===== src/design/fcpwm_consts.svh =====
`ifndef FCPWM_CONSTS_SVH
`define FCPWM_CONSTS_SVH

// Clock and servo timing.
`define FCPWM_CLK_NS 25
`define FCPWM_SERVO_PERIOD_NS 20000000
`define FCPWM_SERVO_MIN_NS 1000000
`define FCPWM_SERVO_MAX_NS 2000000
`define FCPWM_WIDE_TICK_NS 1000
`define FCPWM_NARROW_TICK_NS 80000

// Pair resolutions.
`define FCPWM_WIDE_BITS 16
`define FCPWM_NARROW_BITS 8

// Register byte offsets.
`define FCPWM_ADDR_BITS 6
`define FCPWM_OFS_CTRL 6'h00
`define FCPWM_OFS_STATUS 6'h04
`define FCPWM_OFS_WIDE 6'h08
`define FCPWM_OFS_NARROW 6'h18
`define FCPWM_OFS_COUNT 6'h28
`define FCPWM_PAIR_PRESC 6'h00
`define FCPWM_PAIR_TOP 6'h04
`define FCPWM_PAIR_CMPA 6'h08
`define FCPWM_PAIR_CMPB 6'h0c

// Field positions.
`define FCPWM_CTRL_WIDE_LSB 0
`define FCPWM_CTRL_NARROW_LSB 4
`define FCPWM_STAT_PIN_LSB 0
`define FCPWM_STAT_RUN_LSB 4
`define FCPWM_CNT_WIDE_LSB 0
`define FCPWM_CNT_NARROW_LSB 16

// Mode codes in the control register.
`define FCPWM_CODE_OFF 3'h0
`define FCPWM_CODE_SERVO 3'h1
`define FCPWM_CODE_DUTY 3'h2
`define FCPWM_CODE_UNIV 3'h3
`define FCPWM_CODE_FREQ 3'h4

// Reset values.
`define FCPWM_RST_PRESC 16'h0000
`define FCPWM_RST_TOP 16'hffff
`define FCPWM_RST_CMP 16'h0000
`define FCPWM_RST_WORD 32'h0000_0000

`endif


===== src/design/fcpwm_pkg.sv =====
`default_nettype none

package fcpwm_pkg;
  typedef enum logic [2:0] {
    MODE_OFF,
    MODE_SERVO,
    MODE_DUTY,
    MODE_UNIV,
    MODE_FREQ
  } fcpwm_mode_e;
  typedef logic [31:0] fcpwm_word_t;
  typedef logic [15:0] fcpwm_half_t;
endpackage

`default_nettype wire


===== src/design/fcpwm_tb_if.sv =====
`default_nettype none

interface fcpwm_tb_if #(
  parameter int W = 16
);
  import fcpwm_pkg::*;
  logic tick;
  logic wrap;
  logic [W-1:0] cnt;
  fcpwm_mode_e mode;
  modport src(output tick, output wrap, output cnt, output mode);
  modport snk(input tick, input wrap, input cnt, input mode);
endinterface

`default_nettype wire


===== src/design/fcpwm_top.sv =====
`include "fcpwm_consts.svh"
`default_nettype none

// Function
// - Outputs stay off after reset until configured.
// - Host selects off, servo, duty, universal, frequency.
// - Servo: 20 ms period, 1-2 ms pulse.
// - Duty mode: own duty per channel.
// - Duty mode: one frequency per pair.
// - Universal: first channel rate and duty free.
// - Universal: second channel half rate, 50%.
// - Frequency mode: own rate, 50% duty.
// - Wide pair 16 bits, narrow pair 8.
module fcpwm_top #(
  parameter int SERVO_PERIOD_NS = `FCPWM_SERVO_PERIOD_NS,
  parameter int WIDE_BITS = `FCPWM_WIDE_BITS,
  parameter int NARROW_BITS = `FCPWM_NARROW_BITS
) (
  // Clock, reset and freeze.
  input wire logic clk_in,
  input wire logic sys_rst_in,
  input wire logic clk_en_in,
  // Avalon-MM register slave.
  input wire logic [`FCPWM_ADDR_BITS-1:0] avs_address_in,
  input wire logic avs_read_in,
  input wire logic avs_write_in,
  input wire fcpwm_pkg::fcpwm_word_t avs_writedata_in,
  input wire logic [3:0] avs_byteenable_in,
  output var fcpwm_pkg::fcpwm_word_t avs_readdata_out,
  output logic avs_waitrequest_out,
  // Pulse outputs.
  output logic wide_pair_first_out,
  output logic wide_pair_second_out,
  output logic narrow_pair_first_out,
  output logic narrow_pair_second_out
);
  import fcpwm_pkg::*;

  localparam int AW = `FCPWM_ADDR_BITS;

  // Registers sit on word boundaries; the two low address bits are ignored.
  function automatic logic reg_hit(input logic [AW-1:0] a, input logic [AW-1:0] ofs);
    reg_hit = (a[AW-1:2] == ofs[AW-1:2]);
  endfunction

  // Unknown codes fall back to off so that a stray write cannot start a load.
  function automatic fcpwm_mode_e cfg_mode(input logic [2:0] code);
    case (code)
      `FCPWM_CODE_SERVO: begin
        cfg_mode = MODE_SERVO;
      end
      `FCPWM_CODE_DUTY: begin
        cfg_mode = MODE_DUTY;
      end
      `FCPWM_CODE_UNIV: begin
        cfg_mode = MODE_UNIV;
      end
      `FCPWM_CODE_FREQ: begin
        cfg_mode = MODE_FREQ;
      end
      default: begin
        cfg_mode = MODE_OFF;
      end
    endcase
  endfunction

  function automatic fcpwm_half_t be_merge(
    input fcpwm_half_t old,
    input fcpwm_half_t val,
    input logic [1:0] be
  );
    be_merge = {be[1] ? val[15:8] : old[15:8], be[0] ? val[7:0] : old[7:0]};
  endfunction

  logic wait_ff;
  fcpwm_word_t rdata_ff;
  logic [2:0] wide_code_ff;
  logic [2:0] narrow_code_ff;

  wire [3:0] pin;
  wire [1:0] run;
  wire fcpwm_half_t cnt_rd [2];
  wire fcpwm_word_t pair_rd [2];

  // Every access takes exactly one wait cycle, which keeps the slave simple.
  wire req = avs_read_in || avs_write_in;
  wire nxt_wait = !(req && wait_ff);
  wire wr_go = avs_write_in && !wait_ff;
  wire rd_take = avs_read_in && wait_ff;

  wire wr_ctrl = wr_go && avs_byteenable_in[0] && reg_hit(avs_address_in, `FCPWM_OFS_CTRL);
  wire [2:0] nxt_wide_code = avs_writedata_in[`FCPWM_CTRL_WIDE_LSB +: 3];
  wire [2:0] nxt_narrow_code = avs_writedata_in[`FCPWM_CTRL_NARROW_LSB +: 3];

  wire fcpwm_word_t ctrl_word = (32'(wide_code_ff) << `FCPWM_CTRL_WIDE_LSB) |
                                (32'(narrow_code_ff) << `FCPWM_CTRL_NARROW_LSB);
  wire fcpwm_word_t status_word = (32'(pin) << `FCPWM_STAT_PIN_LSB) |
                                  (32'(run) << `FCPWM_STAT_RUN_LSB);
  wire fcpwm_word_t count_word = (32'(cnt_rd[0]) << `FCPWM_CNT_WIDE_LSB) |
                                 (32'(cnt_rd[1]) << `FCPWM_CNT_NARROW_LSB);
  // Unmapped offsets read as zero and ignore writes.
  wire fcpwm_word_t rd_word =
    reg_hit(avs_address_in, `FCPWM_OFS_CTRL) ? ctrl_word :
    reg_hit(avs_address_in, `FCPWM_OFS_STATUS) ? status_word :
    reg_hit(avs_address_in, `FCPWM_OFS_COUNT) ? count_word :
    (pair_rd[0] | pair_rd[1]);

  assign avs_waitrequest_out = wait_ff;
  assign avs_readdata_out = rdata_ff;

  always_ff @(posedge clk_in) begin
    if (sys_rst_in) begin
      wait_ff <= 1'b1;
      rdata_ff <= `FCPWM_RST_WORD;
    end else if (clk_en_in) begin
      wait_ff <= nxt_wait;
      if (rd_take) begin
        rdata_ff <= rd_word;
      end
    end
  end

  always_ff @(posedge clk_in) begin
    if (sys_rst_in) begin
      wide_code_ff <= `FCPWM_CODE_OFF;
      narrow_code_ff <= `FCPWM_CODE_OFF;
    end else if (clk_en_in && wr_ctrl) begin
      wide_code_ff <= nxt_wide_code;
      narrow_code_ff <= nxt_narrow_code;
    end
  end

  genvar p, c;
  for (p = 0; p < 2; p++) begin : g_pair
    localparam int W = (p == 0) ? WIDE_BITS : NARROW_BITS;
    localparam int TNS = (p == 0) ? `FCPWM_WIDE_TICK_NS : `FCPWM_NARROW_TICK_NS;
    localparam int SDIV = TNS / `FCPWM_CLK_NS;
    localparam int STOP = SERVO_PERIOD_NS / TNS - 1;
    // The servo window keeps its share of the period when the period is shortened.
    localparam int MIN_NS = SERVO_PERIOD_NS / (`FCPWM_SERVO_PERIOD_NS / `FCPWM_SERVO_MIN_NS);
    localparam int MAX_NS = SERVO_PERIOD_NS / (`FCPWM_SERVO_PERIOD_NS / `FCPWM_SERVO_MAX_NS);
    // The shortest pulse rounds up and the longest rounds down to whole ticks.
    localparam int CMIN = (MIN_NS + TNS - 1) / TNS;
    localparam int CMAX = MAX_NS / TNS;
    localparam logic [AW-1:0] BASE = (p == 0) ? `FCPWM_OFS_WIDE : `FCPWM_OFS_NARROW;
    localparam logic [AW-1:0] A_PRESC = BASE + `FCPWM_PAIR_PRESC;
    localparam logic [AW-1:0] A_TOP = BASE + `FCPWM_PAIR_TOP;
    localparam logic [AW-1:0] A_CMPA = BASE + `FCPWM_PAIR_CMPA;
    localparam logic [AW-1:0] A_CMPB = BASE + `FCPWM_PAIR_CMPB;

    fcpwm_half_t presc_ff;
    logic [W-1:0] top_ff;
    fcpwm_tb_if #(.W(W)) tb ();

    wire fcpwm_mode_e mode = cfg_mode((p == 0) ? wide_code_ff : narrow_code_ff);
    wire fcpwm_half_t wd = avs_writedata_in[15:0];
    wire [1:0] be = avs_byteenable_in[1:0];
    wire hit_presc = wr_go && reg_hit(avs_address_in, A_PRESC);
    wire hit_top = wr_go && reg_hit(avs_address_in, A_TOP);
    wire fcpwm_half_t nxt_presc = be_merge(presc_ff, wd, be);
    wire fcpwm_half_t nxt_top = be_merge(16'(top_ff), wd, be);

    // One period and prescale per pair, shared by both channels.
    always_ff @(posedge clk_in) begin
      if (sys_rst_in) begin
        presc_ff <= `FCPWM_RST_PRESC;
        top_ff <= W'(`FCPWM_RST_TOP);
      end else if (clk_en_in) begin
        if (hit_presc) begin
          presc_ff <= nxt_presc;
        end
        if (hit_top) begin
          top_ff <= W'(nxt_top);
        end
      end
    end

    fcpwm_timebase #(
      .W(W),
      .SDIV(SDIV),
      .STOP(STOP)
    ) u_base (
      .clk_in(clk_in),
      .sys_rst_in(sys_rst_in),
      .clk_en_in(clk_en_in),
      .mode_in(mode),
      .presc_in(presc_ff),
      .top_in(top_ff),
      .tb(tb)
    );

    for (c = 0; c < 2; c++) begin : g_chan
      localparam logic [AW-1:0] A_CMP = (c == 0) ? A_CMPA : A_CMPB;
      logic [W-1:0] cmp_ff;
      wire hit_cmp = wr_go && reg_hit(avs_address_in, A_CMP);
      wire fcpwm_half_t nxt_cmp = be_merge(16'(cmp_ff), wd, be);

      // Each channel keeps its own compare value.
      always_ff @(posedge clk_in) begin
        if (sys_rst_in) begin
          cmp_ff <= W'(`FCPWM_RST_CMP);
        end else if (clk_en_in && hit_cmp) begin
          cmp_ff <= W'(nxt_cmp);
        end
      end

      fcpwm_channel #(
        .W(W),
        .SECOND(c),
        .CMIN(CMIN),
        .CMAX(CMAX)
      ) u_chan (
        .clk_in(clk_in),
        .sys_rst_in(sys_rst_in),
        .clk_en_in(clk_en_in),
        .cmp_in(cmp_ff),
        .tb(tb),
        .pin_out(pin[2 * p + c])
      );
    end

    assign run[p] = (tb.mode != MODE_OFF);
    assign cnt_rd[p] = 16'(tb.cnt);
    assign pair_rd[p] =
      reg_hit(avs_address_in, A_PRESC) ? 32'(presc_ff) :
      reg_hit(avs_address_in, A_TOP) ? 32'(top_ff) :
      reg_hit(avs_address_in, A_CMPA) ? 32'(g_chan[0].cmp_ff) :
      reg_hit(avs_address_in, A_CMPB) ? 32'(g_chan[1].cmp_ff) :
      `FCPWM_RST_WORD;
  end

  assign wide_pair_first_out = pin[0];
  assign wide_pair_second_out = pin[1];
  assign narrow_pair_first_out = pin[2];
  assign narrow_pair_second_out = pin[3];
endmodule

`default_nettype wire


===== src/design/fcpwm_timebase.sv =====
`default_nettype none

module fcpwm_timebase #(
  parameter int W = 16,
  parameter int SDIV = 40,
  parameter int STOP = 19999
) (
  // Clock, reset and freeze.
  input wire logic clk_in,
  input wire logic sys_rst_in,
  input wire logic clk_en_in,
  // Settings from the register file.
  input wire fcpwm_pkg::fcpwm_mode_e mode_in,
  input wire fcpwm_pkg::fcpwm_half_t presc_in,
  input wire logic [W-1:0] top_in,
  // Shared time base.
  fcpwm_tb_if.src tb
);
  import fcpwm_pkg::*;

  fcpwm_mode_e mode_ff;
  fcpwm_half_t div_ff;
  fcpwm_half_t pre_ff;
  logic [W-1:0] top_ff;
  logic [W-1:0] cnt_ff;

  wire idle = (mode_ff == MODE_OFF);
  wire tick = !idle && (pre_ff == div_ff);
  wire wrap = tick && (cnt_ff == top_ff);
  // Settings move in only at a period end or while off, so only a frequency-mode half period can be cut short.
  wire load = idle || wrap;
  wire servo = (mode_in == MODE_SERVO);
  wire fcpwm_half_t nxt_div = servo ? 16'(SDIV - 1) : presc_in;
  wire [W-1:0] nxt_top = servo ? W'(STOP) : top_in;
  wire fcpwm_half_t nxt_pre = (tick || idle) ? 16'h0000 : pre_ff + 16'h0001;
  wire [W-1:0] nxt_cnt = (wrap || idle) ? '0 : (tick ? cnt_ff + W'(1) : cnt_ff);

  assign tb.tick = tick;
  assign tb.wrap = wrap;
  assign tb.cnt = cnt_ff;
  assign tb.mode = mode_ff;

  always_ff @(posedge clk_in) begin
    if (sys_rst_in) begin
      mode_ff <= MODE_OFF;
      div_ff <= `FCPWM_RST_PRESC;
      top_ff <= W'(`FCPWM_RST_TOP);
      pre_ff <= 16'h0000;
      cnt_ff <= '0;
    end else if (clk_en_in) begin
      pre_ff <= nxt_pre;
      cnt_ff <= nxt_cnt;
      if (load) begin
        mode_ff <= mode_in;
        div_ff <= nxt_div;
        top_ff <= nxt_top;
      end
    end
  end
endmodule

`default_nettype wire


===== src/design/fcpwm_channel.sv =====
`default_nettype none

module fcpwm_channel #(
  parameter int W = 16,
  parameter int SECOND = 0,
  parameter int CMIN = 1000,
  parameter int CMAX = 2000
) (
  // Clock, reset and freeze.
  input wire logic clk_in,
  input wire logic sys_rst_in,
  input wire logic clk_en_in,
  // Setting and time base.
  input wire logic [W-1:0] cmp_in,
  fcpwm_tb_if.snk tb,
  // Pulse output.
  output logic pin_out
);
  import fcpwm_pkg::*;

  logic [W-1:0] cmp_ff;
  logic [W-1:0] half_ff;
  logic tog_ff;

  wire idle = (tb.mode == MODE_OFF);
  wire [W-1:0] lim_lo = W'(CMIN);
  wire [W-1:0] lim_hi = W'(CMAX);
  // The servo window is enforced here so a bad setting cannot hurt a servo.
  wire [W-1:0] servo_cmp = (cmp_ff < lim_lo) ? lim_lo :
                           ((cmp_ff > lim_hi) ? lim_hi : cmp_ff);
  wire below = tb.cnt < cmp_ff;
  wire half_end = tb.tick && (half_ff >= cmp_ff);
  wire flip = (tb.mode == MODE_FREQ) ? half_end :
              ((tb.mode == MODE_UNIV) && tb.wrap);
  wire nxt_pin = (tb.mode == MODE_SERVO) ? (tb.cnt < servo_cmp) :
                 (tb.mode == MODE_DUTY) ? below :
                 (tb.mode == MODE_UNIV) ? ((SECOND != 0) ? tog_ff : below) :
                 (tb.mode == MODE_FREQ) ? tog_ff : 1'b0;
  wire [W-1:0] nxt_half = (idle || half_end) ? '0 :
                          (tb.tick ? half_ff + W'(1) : half_ff);

  always_ff @(posedge clk_in) begin
    if (sys_rst_in) begin
      cmp_ff <= W'(`FCPWM_RST_CMP);
      half_ff <= '0;
      tog_ff <= 1'b0;
      pin_out <= 1'b0;
    end else if (clk_en_in) begin
      if (idle || tb.wrap) begin
        cmp_ff <= cmp_in;
      end
      half_ff <= nxt_half;
      tog_ff <= !idle && (tog_ff ^ flip);
      pin_out <= nxt_pin;
    end
  end
endmodule

`default_nettype wire


===== config.mk =====
export PLATFORM = sky130hd
export DESIGN_NAME = fcpwm_top
export DESIGN_NICKNAME = d
export VERILOG_FILES = /design/src/design/fcpwm_pkg.sv /design/src/design/fcpwm_tb_if.sv /design/src/design/fcpwm_top.sv /design/src/design/fcpwm_timebase.sv /design/src/design/fcpwm_channel.sv
export VERILOG_INCLUDE_DIRS = /design/src /design/src/design
export SDC_FILE = /design/constraint.sdc
export NUM_CORES = 1
export LEC_CHECK = 0
export BUFFER_PORTS_ARGS = -buffer_cell sky130_fd_sc_hd__clkbuf_2
export CORE_MARGIN = 2
export CORE_UTILIZATION = 55
export CTS_CLUSTER_DIAMETER = 40
export CTS_CLUSTER_SIZE = 24
export DETAILED_ROUTE_END_ITERATION = 10
export PLACE_DENSITY = 0.72
export SETUP_SLACK_MARGIN = 0.2
export SYNTH_ARGS = -nofsm -noshare
export SYNTH_HDL_FRONTEND = slang
export SYNTH_SLANG_ARGS = --single-unit
export TNS_END_PERCENT = 10

===== constraint.sdc =====
create_clock -name clk_in -period 5.6 [get_ports clk_in]
set_input_delay 0.28 -clock clk_in [delete_from_list [all_inputs] [get_ports clk_in]]
set_output_delay 0.28 -clock clk_in [all_outputs]
set_load 0.01 [all_outputs]

==> impl_metrics.tcl <==
set metrics [dict create \
    outcome "completed" \
    hold_end "g_pair[0].top_ff[12]" \
    final_cells 2725 \
    worst-path-max-fanout 36 \
    final_net_count 2429 \
    maxCapViolCount 0 \
    hold_path_class "in -> reg" \
    use_met2 0.444 \
    startpoint_type "register" \
    vias 16400 \
    cts_tree "built" \
    ctsResizeCount 0 \
    tns_ps 0 \
    power_density_nw_per_um2 286 \
    slowest_delay_ps 760 \
    fin_util 0.627 \
    post-route-cell-area_um2 21000 \
    grt_pass1_vias 15300 \
    slew_violations 0 \
    io_pins 84 \
    rows 67 \
    initial_core_util 0.558 \
    synth_area_um2 18700 \
    gr-usage-met3 0.0438 \
    die_h_um 188 \
    rr_worst_depth 8 \
    finalHoldViolCount 0 \
    maxSlewHeadroom 0.178 \
    final_cell_mix "dfxtp_1 (357), nor2_1 (293), nand2_1 (210)" \
    via_per_inst 6.01 \
    tightest_slew_ps 1230 \
    post_cts_buffers 0 \
    worstHoldStart "avs_writedata_in[12]" \
    rsz0062_at_grt "no" \
    cp-end-kind "register" \
    drt_iter0_markers 1580 \
    cts_hold_buf 0 \
    die_area_um2 35400 \
    drc 0 \
    antenna_found_initial 0 \
    ys_types 65 \
    ys_seq_area_frac 0.383 \
    crit_chain "xnor2_1, nand4_1, nor4_1, a21o_1, nand2_2, buf_4, nand2b_1, nor2_1" \
    synth_ff_type "dfxtp_1" \
    grt_max_degree 94 \
    globalRouteMet1Util 0.415 \
    r2r_slack_ps 1960 \
    detail-route-antenna-nets 0 \
    wl_um 52100 \
    synth_async_sr_flop_share 0 \
    placed_area_um2 19300 \
    final_common_cell "dfxtp_1" \
    hpwlAfterDp_um 37500 \
    cts_sinks 357 \
    place_congestion 0.978 \
    ys_seq_elements 357 \
    drive_above_1_share 0.0830 \
    ys_warn_count 0 \
    hold_depth 2 \
    finClkSkew_ps 11.7 \
    grt_pass1_wl_um 82400 \
    syn_avg_cell_area_um2 8.46 \
    fin_crit_sh 0.650 \
    wire_per_inst_um 19.1 \
    clockBufferDepth 3 \
    fin_crit_ps 3640 \
    fmax_ghz 0.275 \
    setup_viol 0 \
    die_w_um 188 \
    synthToLayoutAreaGrowth_pct 12.5 \
    ir_worst_vdd_mv 0.276 \
    crit_type "reg -> reg" \
    power_leakage_nw 7.99 \
    grt_usage 0.290 \
    cp.required_ps 6030 \
    port_buffers 55 \
    synth_cells 2205 \
    r2r_start "g_pair[0].u_base.tb.cnt[6]" \
    firstDrtPassIters 6 \
    slowest_stage "dfxtp_1" \
    dp_cells 2635 \
    cts_buffers 49 \
    worstReg2RegEnd "g_pair[0].u_base.tb.cnt[2]" \
    htree_levels 2 \
    clk_latency_ps 570 \
    grt.busiest_layer "met2" \
    clkTransAtPathRegs_ps 60 \
    synth_edf_count 0 \
    cts_root_buf "clkbuf_16" \
    whs_ps 38.4 \
    critPathArrivalTime_ps 4070 \
    core_um2 33400 \
    grt_remaining_overflow 0 \
]
==> per-stage QoR <==
step / setup slack, ps / total power (W)
finish: 1960 / 0.00600
global route: 1820 / 0.00616
CTS: 2090 / 0.00603
detailed placement: 2120 / 0.00286
global placement: 2200 / 0.00286
floorplan: 2920 / 0.00279
==> registers in the layout, summed over array words and instances, names as in the netlist, 4 cells and up <==
name	flops
avs_readdata_out	24
g_pair.g_chan.u_chan.half_ff	48
g_pair.g_chan.u_chan.pin_out	4
g_pair.top_ff	24
g_pair.g_chan.u_chan.tog_ff	4
g_pair.g_chan.cmp_ff	48
g_pair.u_base.pre_ff	32
g_pair.u_base.top_ff	24
g_pair.u_base.tb.mode	6
g_pair.u_base.tb.cnt	24
g_pair.g_chan.u_chan.cmp_ff	48
g_pair.presc_ff	32
g_pair.u_base.div_ff	32
==> area by class of cell <==
class	instances	area (µm²)
fillers	2868	12500
multi-input cells	1691	10900
flip-flops and latches	357	7150
clock buffers	59	1360
well taps	448	561
repair buffers	79	464
clock inverters	30	345
inverters	60	225
diodes	1	2.50
==> worst max-delay path, delay by kind of cell (launching register included) <==
kind | cells | cell delay, ps
AND/OR/NAND/NOR | 5 | 1860
AO/OA/AOI/OAI | 1 | 240
XOR/XNOR | 1 | 190
flip-flops | 1 | 760
buffers and inverters | 1 | 430
==> routing by layer <==
layer / vias to the layer above / wire length (µm)
met4: 0 / 1650
met1: 7790 / 23400
li1: 7820 / -
met5: - / 0
met2: 662 / 22800
met3: 101 / 4220
==> power by group <==
| group | switching [W] | internal [W] |
|---|---|---|
| sequential | 0.0000180 | 0.00256 |
| combinational | 0.000177 | 0.0000648 |
| clock | 0.00127 | 0.00191 |
==> kinds of logic (layout without fill, tap and decap cells) <==
logic type / count (synthesis) / count (layout) / share of synthesized area
adders and majority gates: 144 / 144 / 0.0966
other: 2 / 25 / 0.000403
AOI/OAI and AO/OA: 432 / 432 / 0.151
muxes: 95 / 95 / 0.0516
and+or+nand+nor: 857 / 857 / 0.213
DFF: 357 / 357 / 0.383
xor gates and xnor gates: 139 / 139 / 0.0652
buffers and inverters: 179 / 228 / 0.0386
==> Yosys cell counts (4+ instances only) <==
library cell  number  share of area
a31oi_1           14         0.0047
or3_1             13         0.0044
nor4_1             7         0.0023
and2_1             9         0.0030
xnor2_1           88          0.041
a311oi_1           7         0.0033
nor3b_1            5         0.0020
a21boi_0           5         0.0020
ha_1             144          0.097
clkbuf_1          96          0.019
buf_2              9         0.0024
inv_1             60          0.012
mux2_2            10         0.0060
a211oi_1          13         0.0052
and4_1            10         0.0047
nor3_1            79          0.021
o211ai_1          10         0.0040
a22oi_1           40          0.016
xor2_1            51          0.024
a22o_1             5         0.0023
mux2i_1           85          0.046
a21o_1            33          0.013
o2111ai_1          4         0.0019
nand2b_1          21         0.0070
or2_2              4         0.0013
o21bai_1          16         0.0064
nor2b_1           40          0.013
o21a_1             4         0.0016
and3_1            34          0.011
a221oi_1           5         0.0023
nand3b_1           4         0.0016
a211o_1           35          0.016
dfxtp_1          357           0.38
a221o_1            6         0.0032
o21ai_1            4         0.0011
buf_1              5         0.0010
buf_4              8         0.0032
nand4_1           48          0.016
nand3_1           71          0.019
o21ai_0           67          0.018
a21oi_1          140          0.038
nand2_1          211          0.042
nor2_1           293          0.059
==> how the worst max path moves through the flow <==
| stage | to | cells past startpoint | startpoint | slack [ps] |
|---|---|---|---|---|
| final | g_pair[0].u_base.tb.cnt[2] | 8 | g_pair[0].u_base.tb.cnt[6] | 1960 |
| after global routing | g_pair[0].u_base.tb.cnt[9] | 8 | g_pair[0].u_base.tb.cnt[6] | 1820 |
| after CTS | g_pair[0].u_base.tb.cnt[2] | 8 | g_pair[0].u_base.tb.cnt[6] | 2090 |
| after detailed placement | g_pair[0].u_base.tb.cnt[2] | 8 | g_pair[0].u_base.tb.cnt[6] | 2120 |
| after global placement | g_pair[0].u_base.tb.cnt[2] | 8 | g_pair[0].u_base.tb.cnt[6] | 2200 |
| after floorplan | g_pair[0].g_chan[1].u_chan.pin_out | 13 | g_pair[0].g_chan[1].u_chan.cmp_ff[15] | 2920 |
Note: power is estimated with default switching activity, not from simulation.
